`config.mk`:
```
export PLATFORM = sky130hd
export DESIGN_NAME = sac_device_flat
export DESIGN_NICKNAME = d
export VERILOG_FILES = /design/src/sac_pkg.sv /design/src/sac_if.sv /design/src/sac_device.sv /design/src/flat_wrapper.sv
export SDC_FILE = /design/constraint.sdc
export NUM_CORES = 1
export LEC_CHECK = 0
export BUFFER_PORTS_ARGS = -buffer_cell sky130_fd_sc_hd__buf_4
export CELL_PAD_IN_SITES_DETAIL_PLACEMENT = 1
export CELL_PAD_IN_SITES_GLOBAL_PLACEMENT = 2
export CORE_MARGIN = 1.5
export CORE_UTILIZATION = 30
export CTS_CLUSTER_DIAMETER = 100
export CTS_CLUSTER_SIZE = 12
export DETAILED_ROUTE_END_ITERATION = 6
export HOLD_SLACK_MARGIN = 0.08
export MAX_ROUTING_LAYER = met4
export PLACE_DENSITY = 0.73
export SKIP_LAST_GASP = 1
export SLEW_MARGIN = 10
export SYNTH_ARGS = -nofsm -noshare
export SYNTH_HDL_FRONTEND = slang
export SYNTH_SLANG_ARGS = --single-unit
```
`constraint.sdc`:
```
create_clock -name clk -period 5.2 [get_ports clk]
set_input_delay 1.04 -clock clk [delete_from_list [all_inputs] [get_ports clk]]
set_output_delay 1.04 -clock clk [all_outputs]
set_load 0.01 [all_outputs]
```
`src/sac_pkg.sv`:
```
`default_nettype none
package sac_pkg;
  localparam int CLK_PERIOD_NS = 50;
  localparam int RES_W = 16;
  localparam int BYTE_W = 8;
  // conversion time in ns (1.13 us)
  localparam int CONV_TIME_NS = 1130;
  localparam int CONV_CYC = CONV_TIME_NS / CLK_PERIOD_NS;
  localparam int TRIG_LOW_NS = 40;
  localparam int TRIG_LOW_CYC = (TRIG_LOW_NS + CLK_PERIOD_NS - 1) / CLK_PERIOD_NS;
  localparam int TRIG_MAX_NS = 400;
  localparam int TRIG_MAX_CYC = TRIG_MAX_NS / CLK_PERIOD_NS;
  localparam int QUIET_NS = 125;
  localparam int QUIET_CYC = (QUIET_NS + CLK_PERIOD_NS - 1) / CLK_PERIOD_NS;
  localparam int ACQ_NS = 200;
  localparam int ACQ_CYC = (ACQ_NS + CLK_PERIOD_NS - 1) / CLK_PERIOD_NS;
  localparam int INIT_READS = 3;
  localparam logic [RES_W-1:0] RESULT_RST = 16'h0000;
  localparam logic [BYTE_W-1:0] BYTE_FILL = 8'hff;
endpackage
`default_nettype wire

```
`src/sac_if.sv`:
```
`default_nettype none
interface sac_if;
  logic sample_trigger_n;
  logic select_n;
  logic read_n;
  logic byte_sel;
  logic busy;
  logic [15:0] result_bus_out;
  logic result_bus_oe;
  modport dev (
    input sample_trigger_n, select_n, read_n, byte_sel,
    output busy, result_bus_out, result_bus_oe
  );
  modport host (
    output sample_trigger_n, select_n, read_n, byte_sel,
    input busy, result_bus_out, result_bus_oe
  );
endinterface
`default_nettype wire

```
`src/sac_device.sv`:
```
`default_nettype none
// Function
// - conversion timed by own clock count
// - host holds trigger low 40 ns
// - busy high from trigger fall to done
// - acquisition starts busy fall or select fall
// - select low at trigger fall
// - drive bus only select and read low
// - trigger fall switches track to hold
// - host input activity in first 400 ns
// - auto-read trigger high within 400 ns
// - bus quiet 125 ns before trigger fall
// - release bus 125 ns before acquisition end
// - host leaves 200 ns acquisition interval
// - auto-read with select, read tied low
// - straight binary sixteen bit result
// - byte select moves low byte up
// - host toggles read three times first
// - trigger during conversion resets, clears result
module sac_device #(
  parameter int CONV_CYCLES = sac_pkg::CONV_CYC
) (
  // clock and reset
  input wire logic clk,
  input wire logic rst,
  // link to host
  sac_if.dev lnk,
  // converter core side
  input wire logic [15:0] sample_code,
  output logic tracking,
  output logic conv_done
);
  typedef enum logic [2:0] {
    SAC_ACQ = 3'b001,
    SAC_CONV = 3'b010,
    SAC_WAIT = 3'b100
  } sac_state_e;

  sac_state_e state, next_state;
  logic [2:0] trig_s, sel_s, rd_s, byte_s;
  logic [2:0] next_trig_s, next_sel_s, next_rd_s, next_byte_s;
  logic trig_q, sel_q, rd_q, byte_q;
  logic next_trig_q, next_sel_q, next_rd_q, next_byte_q;
  logic [10:0] cnt, next_cnt;
  logic [15:0] result, next_result;
  logic [15:0] held, next_held;
  logic [15:0] bus_out, next_bus_out;
  logic bus_oe, next_bus_oe;
  logic trk, next_trk;
  logic done, next_done;
  logic trig_fall, sel_fall;

  // three-stage pin sync; level accepted when stages 2 and 3 agree
  always_comb begin
    next_trig_s = {trig_s[1:0], lnk.sample_trigger_n};
    next_sel_s = {sel_s[1:0], lnk.select_n};
    next_rd_s = {rd_s[1:0], lnk.read_n};
    next_byte_s = {byte_s[1:0], lnk.byte_sel};
    next_trig_q = (trig_s[2] == trig_s[1]) ? trig_s[2] : trig_q;
    next_sel_q = (sel_s[2] == sel_s[1]) ? sel_s[2] : sel_q;
    next_rd_q = (rd_s[2] == rd_s[1]) ? rd_s[2] : rd_q;
    next_byte_q = (byte_s[2] == byte_s[1]) ? byte_s[2] : byte_q;
  end

  always_ff @(posedge clk) begin
    if (rst) begin
      trig_s <= 3'h7;
      sel_s <= 3'h7;
      rd_s <= 3'h7;
      byte_s <= 3'h0;
      trig_q <= 1'b1;
      sel_q <= 1'b1;
      rd_q <= 1'b1;
      byte_q <= 1'b0;
    end else begin
      trig_s <= next_trig_s;
      sel_s <= next_sel_s;
      rd_s <= next_rd_s;
      byte_s <= next_byte_s;
      trig_q <= next_trig_q;
      sel_q <= next_sel_q;
      rd_q <= next_rd_q;
      byte_q <= next_byte_q;
    end
  end

  assign trig_fall = next_trig_q == 1'b0 && trig_q == 1'b1 && next_sel_q == 1'b0;
  assign sel_fall = next_sel_q == 1'b0 && sel_q == 1'b1;

  always_comb begin
    next_state = state;
    next_cnt = cnt;
    next_result = result;
    next_held = held;
    next_trk = trk;
    next_done = 1'b0;
    case (state)
      SAC_ACQ: begin
        if (trig_fall) begin
          next_held = sample_code;
          next_trk = 1'b0;
          next_cnt = 11'h000;
          next_state = SAC_CONV;
        end
      end
      SAC_CONV: begin
        if (trig_fall) begin
          next_result = sac_pkg::RESULT_RST;
          next_cnt = 11'h000;
          next_trk = 1'b1;
          next_state = SAC_ACQ;
        end else if (cnt == 11'(CONV_CYCLES - 1)) begin
          next_result = held;
          next_done = 1'b1;
          if (sel_q == 1'b0) begin
            next_trk = 1'b1;
            next_state = SAC_ACQ;
          end else begin
            next_state = SAC_WAIT;
          end
        end else begin
          next_cnt = cnt + 11'h001;
        end
      end
      SAC_WAIT: begin
        if (sel_fall) begin
          next_trk = 1'b1;
          next_state = SAC_ACQ;
        end
      end
      default: begin
        next_state = SAC_ACQ;
        next_trk = 1'b1;
      end
    endcase
  end

  // output bus
  always_comb begin
    // drive only when selected and read
    next_bus_oe = sel_q == 1'b0 && rd_q == 1'b0;
    // byte mode low byte on top
    if (byte_q) begin
      next_bus_out = {next_result[7:0], sac_pkg::BYTE_FILL};
    end else begin
      // new result appears with no strobe
      next_bus_out = next_result;
    end
  end

  always_ff @(posedge clk) begin
    if (rst) begin
      state <= SAC_ACQ;
      cnt <= 11'h000;
      result <= sac_pkg::RESULT_RST;
      held <= sac_pkg::RESULT_RST;
      trk <= 1'b1;
      done <= 1'b0;
      bus_out <= sac_pkg::RESULT_RST;
      bus_oe <= 1'b0;
    end else begin
      state <= next_state;
      cnt <= next_cnt;
      result <= next_result;
      held <= next_held;
      trk <= next_trk;
      done <= next_done;
      bus_out <= next_bus_out;
      bus_oe <= next_bus_oe;
    end
  end

  assign lnk.busy = state == SAC_CONV;
  assign lnk.result_bus_out = bus_out;
  assign lnk.result_bus_oe = bus_oe;
  assign tracking = trk;
  assign conv_done = done;
endmodule
`default_nettype wire

```
`src/flat_wrapper.sv`:
```
// flat-port wrapper written by rule: the top's interface ports become plain ports
module sac_device_flat 
#(
  parameter int CONV_CYCLES = sac_pkg::CONV_CYC
)
  (clk, rst, sample_code, tracking, conv_done, lnk_sample_trigger_n, lnk_select_n, lnk_read_n, lnk_byte_sel, lnk_busy, lnk_result_bus_out, lnk_result_bus_oe);
  sac_if lnk_i ();
  input wire logic clk;
  input wire logic rst;
  input wire logic [15:0] sample_code;
  output logic tracking;
  output logic conv_done;
  input wire logic [$bits(lnk_i.sample_trigger_n)-1:0] lnk_sample_trigger_n;
  input wire logic [$bits(lnk_i.select_n)-1:0] lnk_select_n;
  input wire logic [$bits(lnk_i.read_n)-1:0] lnk_read_n;
  input wire logic [$bits(lnk_i.byte_sel)-1:0] lnk_byte_sel;
  output wire logic [$bits(lnk_i.busy)-1:0] lnk_busy;
  output wire logic [$bits(lnk_i.result_bus_out)-1:0] lnk_result_bus_out;
  output wire logic [$bits(lnk_i.result_bus_oe)-1:0] lnk_result_bus_oe;
  assign lnk_i.sample_trigger_n = lnk_sample_trigger_n;
  assign lnk_i.select_n = lnk_select_n;
  assign lnk_i.read_n = lnk_read_n;
  assign lnk_i.byte_sel = lnk_byte_sel;
  assign lnk_busy = lnk_i.busy;
  assign lnk_result_bus_out = lnk_i.result_bus_out;
  assign lnk_result_bus_oe = lnk_i.result_bus_oe;
  sac_device #(.CONV_CYCLES(CONV_CYCLES)) u_core (.clk(clk), .rst(rst), .lnk(lnk_i), .sample_code(sample_code), .tracking(tracking), .conv_done(conv_done));
endmodule
```
# [Yosys cells after proc, flatten, opt, wreduce, memory -nomap -nowiden]
# Index checks and enable logic that the tools add are counted.
[op_classes] n_addsub=1 eq_ne=13 mux=23 bitwise_logic=5 n_reduce_logical=10
[ops] operator="$mux W16" n=4
[ops] operator="$mux W11" n=3
[ops] operator="$pmux W11 S2" n=1
[ops] operator="$mux W3" n=5
[ops] operator="$add A11 B1 Y11 const B" n=1
[ops] operator="$eq A11 B5 Y1 const B" n=1
[ops] operator="$pmux W3 S3" n=1
[ops] operator="$mux W1" n=8
[ops] operator="$reduce_and A3 Y1" n=2
[ops] operator="$not A1 Y1" n=5
[ops] operator="$eq A1 B1 Y1" n=4
[ops] operator="$logic_and A1 B1 Y1" n=4
[ops] operator="$ne A2 B1 Y1 const B" n=2
[ops] operator="$reduce_and A4 Y1" n=1
[ops] operator="$eq A3 B1 Y1 const B" n=1
[ops] operator="$eq A3 B2 Y1 const B" n=1
[ops] operator="$eq A3 B3 Y1 const B" n=1
[ops] operator="$ne A3 B1 Y1 const B" n=1
[ops] operator="$ne A3 B2 Y1 const B" n=1
[ops] operator="$ne A3 B3 Y1 const B" n=1
[ops] operator="$pmux W1 S3" n=1
[ops] operator="$reduce_or A3 Y1" n=1
[ops] operator="$reduce_and A2 Y1" n=1
[ops] operator="$reduce_bool A2 Y1" n=1
[word_totals] reg_bits=81 output_inout_bits=20

# [Depth between registers and ports, before layout]
# Gate-level depths: netlist of the first run.
[depth] ltp_word=8 mapped_depth=8 mapped_depth_nobuf=7

# [Worst setup path before layout of the first run]
# OpenSTA, ideal clock, no wires.
[synth_timing] path_type="input to register" from="in rst" to="reg u_core.held[0]" setup_ns=0.134 arrival_ns=1.896 t_required_ns=5.066 slack_ns=3.170 cell_stages=4 path_cell_list="clkbuf_1 clkbuf_1 clkbuf_1 a21oi_1"
[synth_lines] element="start, declared" line_no="flat_wrapper.sv:9" rtl="input wire logic rst;"
[synth_lines] element="end signal, assigned" line_no="sac_device.sv:156" rtl="held <= sac_pkg::RESULT_RST;"
[synth_lines] element="end signal, assigned" line_no="sac_device.sv:165" rtl="held <= next_held;"
[synth_lines] element="end, declared" line_no="sac_device.sv:46" rtl="logic [15:0] held, next_held;"
# No word-level cell between the ends.

# [Final worst setup path of the first run]
[layout_timing] from="reg u_core.state[2]" to="out lnk_busy"
[layout_via] elab_chain_cells=1
[layout_rtl] element="start, declared" line_no="sac_device.sv:39" rtl="sac_state_e state, next_state;"
[layout_rtl] element="start signal, assigned" line_no="sac_device.sv:162" rtl="state <= next_state;"
[layout_rtl] element="$eq A3 B2 Y1" line_no="sac_device.sv:173" rtl="assign lnk.busy = state == SAC_CONV;"
[layout_rtl] element="end, declared" line_no="flat_wrapper.sv:17" rtl="output wire logic [$bits(lnk_i.busy)-1:0] lnk_busy;"
# Every way passes these cells.

==> results.md, run 1 <==
| Parameter | Reported | Unit |
|:---|:---|:---|
| Outcome | finished, final reports clean | - |
| Total Routing Usage GR | 14.1 | % |
| Total area of sequential cells | 1620 | um^2 |
| Most used standard cells in the synthesized netlist | sky130_fd_sc_hd__dfxtp_1, sky130_fd_sc_hd__nand2_1, sky130_fd_sc_hd__nor2_1 | - |
| Setup TNS | 0 | ps |
| Element type at the critical path end | output pin | - |
| Warnings from Yosys | 0 | - |
| DP Worst Slack | 2740 | ps |
| Critical path's slowest cell | sky130_fd_sc_hd__or3b_4 | - |
| H-tree depth | 3 | - |
| Standard-cell row count | 36 | - |
| Required time of the critical path | 4160 | ps |
| Cell variety after synth | 49 | - |
| Cell family with the largest share of critical-path delay | simple AND/OR/NAND/NOR gates | - |
| Chip Width | 104 | um |
| Clock buffer count from CTS | 9 | - |
| DR vias/cell | 4.75 | - |
| Dominant cell type by area after synthesis | sky130_fd_sc_hd__dfxtp_1 | - |
| Post-detailed-route wirelength per cell | 14.2 | um |
| I/O Pins | 42 | - |
| Shortest clock period the worst path allows after layout | 2550 | ps |
| Cell Count Post-Placement | 472 | - |
| Classification of the worst-slack hold path | reg -> reg | - |
| Biggest area contributors in the synthesized netlist | sky130_fd_sc_hd__dfxtp_1, sky130_fd_sc_hd__a21oi_1, sky130_fd_sc_hd__nand2_1 | - |
| Clock tree from TritonCTS | built | - |
| CP Data Arrival Time | 1510 | ps |
| Drt total wl | 6920 | um |
| Vias in the first global route | 2,296 | - |
| HPWL Detailed | 4600 | um |
| Setup violators final | 0 | - |
| Count of flip-flops with a built-in enable after synthesis | 0 | - |
| Top_reg_cell synth | sky130_fd_sc_hd__dfxtp_1 | - |
| Max Clk Rate | 393 | MHz |
| Antenna Cells | 0 | - |
| Input/output buffers | 41 | - |
| Area delta synth->final | 20.6 | % |
| Post-layout instance count excluding filler cells | 488 | - |
| Overall die height | 104 | um |
| Area of the die | 10,800 | um^2 |
| Util after Layout | 37.4 | % |
| Nets | 374 | - |
| Maximum root-to-sink buffer count | 2 | - |
| Total number of vias | 2,318 | - |
| Clk sink count | 81 | - |
| Number of detailed-routing iterations run before antenna repair | 4 | - |
| Maximum number of pins on one net before global-route repair | 71 | - |
| Number of maximum-capacitance violations | 0 | - |
| Leak | 1.33 | nW |
| Setup ws final | 2650 | ps |
| Area of the multi-input gates | 1340 | um^2 |
| P per Cell Area | 320 | nW/um^2 |
| Sequential area share after synthesis | 53.2 | % |
| Max-slew violation count | 0 | - |
| Crit Path Category | reg -> out | - |
| Core region area | 9820 | um^2 |
| Worst-skew pair later-pin latency | 350 | ps |
| Syn Nets | 336 | - |
| Area share of the largest cell type after synthesis | 53.2 | % |
| GPL Wtd Cong | 0.730 | - |
| Unrepaired setup endpoints after global routing | no | - |
| Detail Route Antenna Nets | 0 | - |
| CTS hold repair buffers | 0 | - |
| GR Overflow Total | 0 | - |
| Final Skew | 6.25 | ps |
| Hold Fails Final Rpt | 0 | - |
| Count of filler cells inserted in the layout | 1,185 | - |
| Setup Fix Bufs, Post-CTS | 0 | - |
| Share of layout cells above drive strength 1 | 25.4 | % |
| Resized Gates After CTS | 0 | - |
| Share of the clock period used by the worst path after layout | 49.0 | % |
| Largest fanout on the critical path | 7 | - |
| CP max stage delay | 450 | ps |
| Number of synthesized register bits | 81 | - |
| Ys async rst share | 0 | % |
| CTS Root Cell | sky130_fd_sc_hd__clkbuf_8 | - |
| Relative slew slack | 28.4 | % |
| Worst-path cell chain | or3b_4 -> inv_2 -> buf_4 | - |
| Most frequently used cell type in the post-synthesis netlist | sky130_fd_sc_hd__dfxtp_1 | - |
| Cells after synthesis | 312 | - |
| Initial Utilization | 31.0 | % |
| Total power | 0.00118 | W |
| First-pass GRT wire length | 11,600 | um |
| Initial antenna violation count | 0 | - |
| Clock edge transition at the registers on the reported setup and hold paths | 80 | ps |
| Crit path buffers/inverters | 2 | - |
| Post-Syn Area per Cell | 9.77 | um^2 |
| Number of design-rule violations left by the first detailed-router iteration | 88 | - |
| DRC Markers | 0 | - |
| Crit start category | flop | - |
| IR drop worst, VDD | 0.000114 | V |
| Area of the mapped netlist | 3050 | um^2 |
| Slew at the pin with the worst max-slew slack | 1070 | ps |
-- power by group --
group	internal (W)	switching (W)	total [W]	leakage (nW)
clock	0.000298	0.000227	0.000525	0.117
combinational	0.0000134	0.0000138	0.0000272	0.555
sequential	0.000623	0.00000155	0.000625	0.655
total	0.000935	0.000242	0.00118	1.33
-- final timing paths --
check        cells after the start  slack [ps]             from               to
min                              1         420  u_core.sel_s[0]  u_core.sel_s[1]
min reg2reg                      1         420  u_core.sel_s[0]  u_core.sel_s[1]
max                              3        2650  u_core.state[2]         lnk_busy
max reg2reg                      5        2820    u_core.trig_q    u_core.cnt[7]
-- cell families (layout without fill, tap and decap cells) --
family / Yosys count / after routing / share of synthesized area [%]
and+or+nand+nor: 117 / 117 / 21.8
buffers and inverters: 18 / 61 / 3.00
xor gates and xnor gates: 9 / 9 / 2.59
AOI/OAI and AO/OA: 84 / 84 / 18.2
DFF: 81 / 81 / 53.2
adders and majority gates: 3 / 3 / 1.19
-- through the flow --
step	hold slack [ps]	cell area, um^2
final	416	3670
after global routing	425	3670
after CTS	418	3670
after detailed placement	397	3450
after global placement	392	3450
after floorplan	389	3050
-- layout by cell type (no fill, tap or decap), drive strengths merged, types with 2 or more instances in the layout --
| cell | synthesis | routed |
|---|---|---|
| and3 | 2 | 2 |
| ha | 2 | 2 |
| clkinv | 1 | 2 |
| nand3 | 2 | 2 |
| nand3b | 2 | 2 |
| nor4b | 2 | 2 |
| dfxtp | 81 | 81 |
| inv | 3 | 4 |
| nor2b | 6 | 6 |
| clkbuf | 9 | 12 |
| o2111ai | 4 | 4 |
| nand2 | 35 | 35 |
| xor2 | 8 | 8 |
| o22ai | 3 | 3 |
| o21ai | 14 | 14 |
| nor2 | 40 | 40 |
| nor3 | 4 | 4 |
| bufinv | 0 | 2 |
| and4 | 2 | 2 |
| a32oi | 8 | 8 |
| buf | 5 | 41 |
| nand4 | 2 | 2 |
| o21bai | 2 | 2 |
| nor4 | 3 | 3 |
| a22oi | 17 | 17 |
| nor3b | 2 | 2 |
| or3b | 2 | 2 |
| a21oi | 32 | 32 |
| or2 | 11 | 11 |
-- layer usage --
| layer | wire, um | track usage, % |
|---|---|---|
| met4 | 90 | 5.65 |
| met3 | 239 | 4.15 |
| met2 | 3060 | 20.2 |
| met5 | 0 | - |
| met1 | 3530 | 18.6 |
-- flip-flops by register name, indices dropped and copies added, names as in the netlist, 3 cells and up --
| signal | count |
|---|---|
| u_core.sel_s | 3 |
| u_core.lnk.result_bus_out | 16 |
| u_core.cnt | 11 |
| u_core.rd_s | 3 |
| u_core.state | 3 |
| u_core.trig_s | 3 |
| u_core.byte_s | 3 |
| u_core.result | 16 |
| u_core.held | 16 |
-- area by class of cell --
| cell class | count | share of cell area, % |
|---|---|---|
| well taps | 133 | 4.53 |
| flip-flops and latches | 81 | 44.1 |
| multi-input cells | 213 | 36.3 |
| clock inverters | 4 | 2.01 |
| clock buffers | 12 | 4.22 |
| inverters | 4 | 0.409 |
| repair buffers | 41 | 8.38 |
Note: power is estimated with default switching activity, not from simulation.
==> inputs of run 2 (changes only) <==
--- a/config.mk
+++ b/config.mk
@@ -5,6 +5,7 @@
 export SDC_FILE = /design/constraint.sdc
 export NUM_CORES = 1
 export LEC_CHECK = 0
+export ABC_AREA = 1
 export BUFFER_PORTS_ARGS = -buffer_cell sky130_fd_sc_hd__buf_4
 export CELL_PAD_IN_SITES_DETAIL_PLACEMENT = 1
 export CELL_PAD_IN_SITES_GLOBAL_PLACEMENT = 2
@@ -15,7 +16,7 @@
 export DETAILED_ROUTE_END_ITERATION = 6
 export HOLD_SLACK_MARGIN = 0.08
 export MAX_ROUTING_LAYER = met4
-export PLACE_DENSITY = 0.73
+export PLACE_DENSITY = 0.78
 export SKIP_LAST_GASP = 1
 export SLEW_MARGIN = 10
 export SYNTH_ARGS = -nofsm -noshare
==> constraint.sdc (replaced) <==
create_clock -name clk -period 2.6 [get_ports clk]
set_input_delay 0.52 -clock clk [delete_from_list [all_inputs] [get_ports clk]]
set_output_delay 0.52 -clock clk [all_outputs]
set_load 0.01 [all_outputs]
==> run 2 against run 1 <==
  * Non-clock buffer count grew 4
  * Worst setup slack lost 2000 ps
  * Register-to-register slack lost 2100 ps
  * Wire length grew 22%
  * Largest cell class unchanged
==> results.md, run 2 <==
| Parameter | Reported | Unit | vs previous |
|:---|:---|:---|:---|
| Relative slew slack | 56.0 | % | was 28.4% |
| Crit Path Category | reg -> out | - | unchanged |
| Simple-Gate Fraction of Synth Area | 30.9 | % | was 21.8% |
| CTS hold repair buffers | 0 | - | unchanged |
| I/O Pins | 42 | - | unchanged |
| DP Worst Slack | 734 | ps | was 2740 ps |
| Warnings from Yosys | 0 | - | unchanged |
| H-tree depth | 3 | - | unchanged |
| FF-to-FF path depth | 8 | - | was 5 |
| Clk sink count | 81 | - | unchanged |
| Standard-cell row count | 37 | - | was 36 |
| Nets | 504 | - | was 374 |
| Ys async rst share | 0 | % | unchanged |
| Outcome | finished, final reports clean | - | unchanged |
| Hold path start | lnk_sample_trigger_n | - | was u_core.sel_s[0] |
| GR Overflow Total | 0 | - | unchanged |
| Fraction of met1 tracks used by global routing | 21.0 | % | was 18.6% |
| Leak | 1.82 | nW | was 1.33 nW |
| Overall die height | 107 | um | was 104 um |
| Max Clk Rate | 503 | MHz |  |
| Cell variety after synth | 30 | - | was 49 |
| Antenna Cells | 0 | - | unchanged |
| Element type at the critical path end | output pin | - | unchanged |
| Core region area | 10,500 | um^2 | was 9820 um^2 |
| Crit Reg-Reg Startpoint | u_core.cnt[0] | - | was u_core.trig_q |
| Clk pwr share | 42.4 | % | was 44.6% |
| Fraction of the mapped netlist area in compound gates | 9.40 | % | was 18.2% |
| Setup ws final | 612 | ps | was 2650 ps |
| Number of maximum-capacitance violations | 0 | - | unchanged |
| Internal Pwr Total | 0.00191 | W | was 0.000935 W |
| GPL Wtd Cong | 0.764 | - | was 0.730 |
| Final Skew | 14.7 | ps | was 6.25 ps |
| Worst hold path endpoint | u_core.trig_s[0] | - | was u_core.sel_s[1] |
| Share of the clock period used by the worst path after layout | 76.5 | % |  |
| Slew at the pin with the worst max-slew slack | 658 | ps | was 1070 ps |
| Net Switching | 0.000658 | W | was 0.000242 W |
| Maximum root-to-sink buffer count | 2 | - | unchanged |
| Area of the die | 11,600 | um^2 | was 10,800 um^2 |
| Largest fanout on the critical path | 11 | - | was 7 |
| Post-detailed-route wirelength per cell | 13.6 | um | was 14.2 um |
| Count of filler cells inserted in the layout | 1,333 | - | was 1,185 |
| CP Data Arrival Time | 1470 | ps | was 1510 ps |
| Clock edge transition at the registers on the reported setup and hold paths | 90 | ps | was 80 ps |
| Sequential area share after synthesis | 49.5 | % | was 53.2% |
| Setup Fix Bufs, Post-CTS | 0 | - | unchanged |
| Worst-skew pair later-pin latency | 350 | ps | about the same |
| Resized Gates After CTS | 0 | - | unchanged |
| HPWL Detailed | 5830 | um | was 4600 um |
| Cells after synthesis | 439 | - | was 312 |
| Area of the mapped netlist | 3280 | um^2 | was 3050 um^2 |
| Top_reg_cell synth | sky130_fd_sc_hd__dfxtp_1 | - | unchanged |
| Post-Syn Area per Cell | 7.46 | um^2 | was 9.77 um^2 |
| Shortest clock period the worst path allows after layout | 1990 | ps |  |
| Maximum number of pins on one net before global-route repair | 34 | - | was 71 |
| Input/output buffers | 41 | - | unchanged |
| Hold Fails Final Rpt | 0 | - | unchanged |
| Share of layout cells above drive strength 1 | 17.3 | % | was 25.4% |
| Count of flip-flops with a built-in enable after synthesis | 0 | - | unchanged |
| R2R Setup Slk | 730 | ps | was 2820 ps |
| First-pass GRT wire length | 14,100 | um | was 11,600 um |
| Crit start category | flop | - | unchanged |
| Area share of the largest cell type after synthesis | 49.5 | % | was 53.2% |
| Detail Route Antenna Nets | 0 | - | unchanged |
| Hold Crit Depth | 2 | - | was 1 |
| Number of synthesized register bits | 81 | - | unchanged |
| Initial antenna violation count | 0 | - | unchanged |
| Drt total wl | 8470 | um | was 6920 um |
| Share of the synthesized netlist area taken by xor and xnor gates | 0.267 | % | was 2.59% |
| Dominant cell type by area after synthesis | sky130_fd_sc_hd__dfxtp_1 | - | unchanged |
| IR drop worst, VDD | 0.000242 | V | was 0.000114 V |
| DRC Markers | 0 | - | unchanged |
| Adder and majority gate portion of the synthesized area | 0.764 | % | was 1.19% |
| Busiest layer in global routing | met2 | - | unchanged |
| Util after Layout | 37.6 | % | was 37.4% |
| Vias in the first global route | 2,877 | - | was 2,296 |
| Biggest area contributors in the synthesized netlist | sky130_fd_sc_hd__dfxtp_1, sky130_fd_sc_hd__nand2_1, sky130_fd_sc_hd__inv_1 | - | was sky130_fd_sc_hd__dfxtp_1, sky130_fd_sc_hd__a21oi_1, sky130_fd_sc_hd__nand2_1 |
| Syn Nets | 463 | - | was 336 |
| Number of detailed-routing iterations run before antenna repair | 4 | - | unchanged |
| Endpoint of the worst register-to-register path | u_core.lnk.result_bus_out[3] | - | was u_core.cnt[7] |
| Area delta synth->final | 20.0 | % | was 20.6% |
| Most frequent cells in the layout | sky130_fd_sc_hd__nand2_1, sky130_fd_sc_hd__dfxtp_1, sky130_fd_sc_hd__inv_1 | - | was sky130_fd_sc_hd__dfxtp_1, sky130_fd_sc_hd__buf_4, sky130_fd_sc_hd__nand2_1 |
| Global-route met2 utilization | 25.5 | % | was 20.2% |
| Most frequently used cell type in the post-synthesis netlist | sky130_fd_sc_hd__nand2_1 | - | was sky130_fd_sc_hd__dfxtp_1 |
| Setup TNS | 0 | ps | unchanged |
| Switching Share | 25.6 | % | was 20.6% |
| Max-slew violation count | 0 | - | unchanged |
| Chip Width | 107 | um | was 104 um |
| Clock tree from TritonCTS | built | - | unchanged |
| Mux share of post-synthesis cell area | 0 | % | unchanged |
| Main combinational cell family by area after synthesis | simple AND/OR/NAND/NOR gates | - | unchanged |
| Total Routing Usage GR | 16.2 | % | was 14.1% |
| Share of power burned in registers | 50.5 | % | was 53.1% |
| Leading cell type in the layout, fill and taps excluded | sky130_fd_sc_hd__nand2_1 | - | was sky130_fd_sc_hd__dfxtp_1 |
| Part of the total power dissipated in combinational logic | 7.1 | % | was 2.3% |
| Met3 usage | 3.15 | % | was 4.15% |
| Initial Utilization | 31.3 | % | was 31.0% |
| Classification of the worst-slack hold path | in -> reg | - | was reg -> reg |
| DR vias/cell | 4.65 | - | was 4.75 |
| Most used standard cells in the synthesized netlist | sky130_fd_sc_hd__nand2_1, sky130_fd_sc_hd__dfxtp_1, sky130_fd_sc_hd__inv_1 | - | was sky130_fd_sc_hd__dfxtp_1, sky130_fd_sc_hd__nand2_1, sky130_fd_sc_hd__nor2_1 |
| P per Cell Area | 653 | nW/um^2 | was 320 nW/um^2 |
| Total number of vias | 2,886 | - | was 2,318 |
| Required time of the critical path | 2080 | ps | was 4160 ps |
| Setup violators final | 0 | - | unchanged |
| Unrepaired setup endpoints after global routing | no | - | unchanged |
| CTS Root Cell | sky130_fd_sc_hd__clkbuf_8 | - | unchanged |
| Number of design-rule violations left by the first detailed-router iteration | 73 | - | was 88 |
| Clock buffer count from CTS | 9 | - | unchanged |
-- run 2: cell types whose count changed after synthesis, sizes merged, moves of 7 or more --
cell	before	now
nor2	40	30
a32oi	8	0
nand3	2	39
nand4	2	9
inv	3	57
nand2	35	131
a22oi	17	0
xor2	8	1
-- run 2: per-layer routing --
metal,up-vias,wire (um)
met5,-,0
met1,1364,4150
met4,0,102
met2,44,3930
met3,8,279
li1,1470,-
-- run 2: stage by stage --
| stage | power (W) | hold slack [ps] | std cells | instance area [um^2] |
|---|---|---|---|---|
| 2_1_floorplan | 0.00144 | 388 | 439 | 3280 |
| 3_5_place_dp | 0.00151 | 399 | 605 | 3700 |
| 3_3_place_gp | 0.00151 | 392 | 605 | 3700 |
| 6_report | 0.00257 | 340 | 621 | 3930 |
| 4_1_cts | 0.00261 | 326 | 621 | 3930 |
| 5_1_grt | 0.00269 | 315 | 621 | 3930 |
-- run 2: cell families after synthesis --
logic type,Yosys count
xor gates and xnor gates,1
buffers and inverters,72
and+or+nand+nor,223
AOI/OAI and AO/OA,60
adders and majority gates,2
DFF,81
-- run 2: layout make-up --
cell class	count	area [um^2]	area share [%]
Sequential cell	81	1620	41.2
Multi-Input combinational cell	286	1350	34.4
Timing Repair Buffer	45	338	8.59
Inverter	57	216	5.51
Tap cell	136	170	4.33
Clock buffer	9	124	3.15
Clock inverter	7	108	2.74
-- run 2: critical path, cell delays in order (launching register included) --
cell	delay (ps)
sky130_fd_sc_hd__dfxtp_1	380
sky130_fd_sc_hd__nor3_4	330
sky130_fd_sc_hd__buf_4	260
sky130_fd_sc_hd__buf_4	140
-- run 2: worst max-delay path by stage --
stage	startpoint	end	slack (ps)	cells past startpoint
2_1_floorplan	u_core.cnt[0]	u_core.lnk.result_bus_out[4]	1130	10
3_3_place_gp	u_core.cnt[0]	u_core.lnk.result_bus_out[3]	770	9
3_5_place_dp	u_core.cnt[0]	u_core.lnk.result_bus_out[3]	730	9
4_1_cts	u_core.state[2]	lnk_busy	570	3
5_1_grt	u_core.state[2]	lnk_busy	500	3
6_report	u_core.state[2]	lnk_busy	610	3
-- run 2: power by group through the flow --
stage               clock (W)  sequential [W]  combinational (W)
global route          0.00118         0.00130           0.000207
CTS                   0.00113         0.00130           0.000188
global placement            0         0.00132           0.000181
floorplan                   0         0.00132           0.000115
detailed placement          0         0.00133           0.000188
finish                0.00109         0.00130           0.000182
==> inputs of run 3 (changes only) <==
==> constraint.sdc (replaced) <==
create_clock -name clk -period 2.1 [get_ports clk]
set_input_delay 0.42 -clock clk [delete_from_list [all_inputs] [get_ports clk]]
set_output_delay 0.42 -clock clk [all_outputs]
set_load 0.01 [all_outputs]
==> run 3 against run 2 <==
  * Wire length decreased by 0.50%
  * Combinational power grew 29%
  * Final cell count is 0.48% higher
  * Clock-buffer cell count is 1 higher
  * Cell area grew 0.67%
  * Critical path depth is 6 higher
  * Largest cell class unchanged
  * Worst setup slack worse by 330 ps
  * Critical path type is now reg -> reg
  * First-iteration DRC count is 4.1% lower
  * Sequential power increased by 23%
  * Die area stayed put
  * Highest routed layer unchanged
  * Global-route usage up 0.095 points
==> results.md, run 3 (synthesized netlist as in run 2, its figures left out) <==
| Parameter | Reported | Unit | vs previous |
|:---|:---|:---|:---|
| IR drop worst, VDD | 0.000335 | V | was 0.000242 V |
| Sum of routed wire segments on met1 | 4160 | um | was 4150 um |
| Area of the die | 11,600 | um^2 | unchanged |
| Drt total wl | 8420 | um | was 8470 um |
| Detailed-routed wire length on met2 | 4020 | um | was 3930 um |
| Relative slew slack | 69.2 | % | was 56.0% |
| Total Routing Usage GR | 16.3 | % | was 16.2% |
| Detail Route Antenna Nets | 0 | - | unchanged |
| Element type at the critical path end | flop | - | was output pin |
| Total number of vias | 2,870 | - | was 2,886 |
| Number of design-rule violations left by the first detailed-router iteration | 70 | - | was 73 |
| Setup violators final | 0 | - | unchanged |
| I/O Pins | 42 | - | unchanged |
| Share of the clock period used by the worst path after layout | 86.3 | % |  |
| DR vias/cell | 4.60 | - | was 4.65 |
| DRC Markers | 0 | - | unchanged |
| CTS Root Cell | sky130_fd_sc_hd__clkbuf_8 | - | unchanged |
| GR Overflow Total | 0 | - | unchanged |
| Clock tree from TritonCTS | built | - | unchanged |
| HPWL Detailed | 5930 | um | was 5830 um |
| Vias in the first global route | 2,911 | - | was 2,877 |
| Crit Path Category | reg -> reg | - | was reg -> out |
| Area of the multi-input gates | 1350 | um^2 | unchanged |
| Setup Fix Bufs, Post-CTS | 0 | - | unchanged |
| Max-slew violation count | 0 | - | unchanged |
| Initial Utilization | 31.3 | % | unchanged |
| GPL Wtd Cong | 0.788 | - | was 0.764 |
| Nets | 507 | - | was 504 |
| First-pass GRT wire length | 14,200 | um | was 14,100 um |
| Resized Gates After CTS | 0 | - | unchanged |
| Total area of sequential cells | 1620 | um^2 | unchanged |
| Clock buffer count from CTS | 9 | - | unchanged |
| Core region area | 10,500 | um^2 | unchanged |
| Post-detailed-route wirelength per cell | 13.5 | um | was 13.6 um |
| Slew at the pin with the worst max-slew slack | 460 | ps | was 658 ps |
| Worst-skew pair later-pin latency | 350 | ps | about the same |
| Input/output buffers | 41 | - | unchanged |
| Area delta synth->final | 20.8 | % | was 20.0% |
| Post-Place Cell Area | 3720 | um^2 | was 3700 um^2 |
| Share of layout cells above drive strength 1 | 17.8 | % | was 17.3% |
| Chip Width | 107 | um | unchanged |
| Leading cell type in the layout, fill and taps excluded | sky130_fd_sc_hd__nand2_1 | - | unchanged |
| Classification of the worst-slack hold path | in -> reg | - | unchanged |
| Unrepaired setup endpoints after global routing | no | - | unchanged |
| Crit start category | flop | - | unchanged |
| Required time of the critical path | 2330 | ps | was 2080 ps |
| Outcome | finished, final reports clean | - | unchanged |
| Shortest clock period the worst path allows after layout | 1810 | ps |  |
| Final Skew | 9.87 | ps | was 14.7 ps |
| H-tree depth | 3 | - | unchanged |
| Leak | 1.84 | nW | was 1.82 nW |
| Clk sink count | 81 | - | unchanged |
| Top layer reached by signal wires | met4 | - | unchanged |
| Antenna Cells | 0 | - | unchanged |
| Count of filler cells inserted in the layout | 1,317 | - | was 1,333 |
| Max Clk Rate | 552 | MHz |  |
| CP Data Arrival Time | 2050 | ps | was 1470 ps |
| P per Cell Area | 803 | nW/um^2 | was 653 nW/um^2 |
| Fin area | 3960 | um^2 | was 3930 um^2 |
| Routed wire length on met3 | 152 | um | was 279 um |
| Maximum root-to-sink buffer count | 2 | - | unchanged |
| Number of detailed-routing iterations run before antenna repair | 4 | - | unchanged |
| Hold Fails Final Rpt | 0 | - | unchanged |
| CTS hold repair buffers | 0 | - | unchanged |
| Maximum number of pins on one net before global-route repair | 34 | - | unchanged |
| Overall die height | 107 | um | unchanged |
| Largest fanout on the critical path | 16 | - | was 11 |
| Clock edge transition at the registers on the reported setup and hold paths | 90 | ps | about the same |
| Initial antenna violation count | 0 | - | unchanged |
| Standard-cell row count | 37 | - | unchanged |
| Setup TNS | 0 | ps | unchanged |
| Number of maximum-capacitance violations | 0 | - | unchanged |
| Most frequent cells in the layout | sky130_fd_sc_hd__nand2_1, sky130_fd_sc_hd__dfxtp_1, sky130_fd_sc_hd__inv_1 | - | unchanged |
-- run 3: changes by cell type in the layout (fill, tap and decap cells not counted), sizes merged --
cell,before,now
clkbuf,9,10
inv,61,59
clkinv,0,2
buf,45,48
clkinvlp,1,0
-- run 3: worst paths after layout --
path	start	endpoint	slack [ps]	depth (start not counted)
worst max-delay path	u_core.cnt[0]	u_core.lnk.result_bus_out[3]	290	9
worst max register to register	u_core.cnt[0]	u_core.lnk.result_bus_out[3]	290	9
worst min-delay path	lnk_sample_trigger_n	u_core.trig_s[0]	260	2
worst min register to register	u_core.rd_s[0]	u_core.rd_s[1]	410	1
-- run 3: metrics by stage --
| step | cells | worst slack (ps) | total power (W) | hold WS, ps | util (%) |
|---|---|---|---|---|---|
| final | 624 | 287 | 0.00318 | 255 | 37.8 |
| after global routing | 624 | 97.9 | 0.00332 | 238 | 37.8 |
| after CTS | 624 | 258 | 0.00323 | 235 | 37.8 |
| after detailed placement | 608 | 308 | 0.00188 | 395 | 35.6 |
| after global placement | 608 | 383 | 0.00187 | 393 | 35.6 |
| after floorplan | 439 | 632 | 0.00178 | 388 | - |
-- run 3: layer usage --
layer / vias to the layer above / track usage [%]
li1: 1474 / -
met1: 1363 / 21.1
met2: 26 / 25.8
met3: 7 / 2.60
met4: 0 / 5.92
met5: - / -
-- run 3: cell type report --
type	instances	share of cell area, %
Clock buffer	10	3.48
Multi-Input combinational cell	286	34.2
Inverter	57	5.47
Tap cell	136	4.30
Clock inverter	6	2.47
Timing Repair Buffer	48	9.11
Sequential cell	81	41.0
-- run 3: where the power goes --
group          switching [W]  internal [W]
clock network       0.000619      0.000720
registers          0.0000320       0.00157
logic               0.000137     0.0000980
total               0.000788       0.00239
-- run 3: worst max-delay path, cell delays in order, from the launching register on --
cell and delay, ps:
sky130_fd_sc_hd__dfxtp_1 470, sky130_fd_sc_hd__ha_1 210, sky130_fd_sc_hd__nand3_1 80, sky130_fd_sc_hd__nand3b_1 220, sky130_fd_sc_hd__nand2_1 100, sky130_fd_sc_hd__nand2_2 210, sky130_fd_sc_hd__nand2_1 140, sky130_fd_sc_hd__nand2_1 110
sky130_fd_sc_hd__nand2_1 100, sky130_fd_sc_hd__nand2_1 50
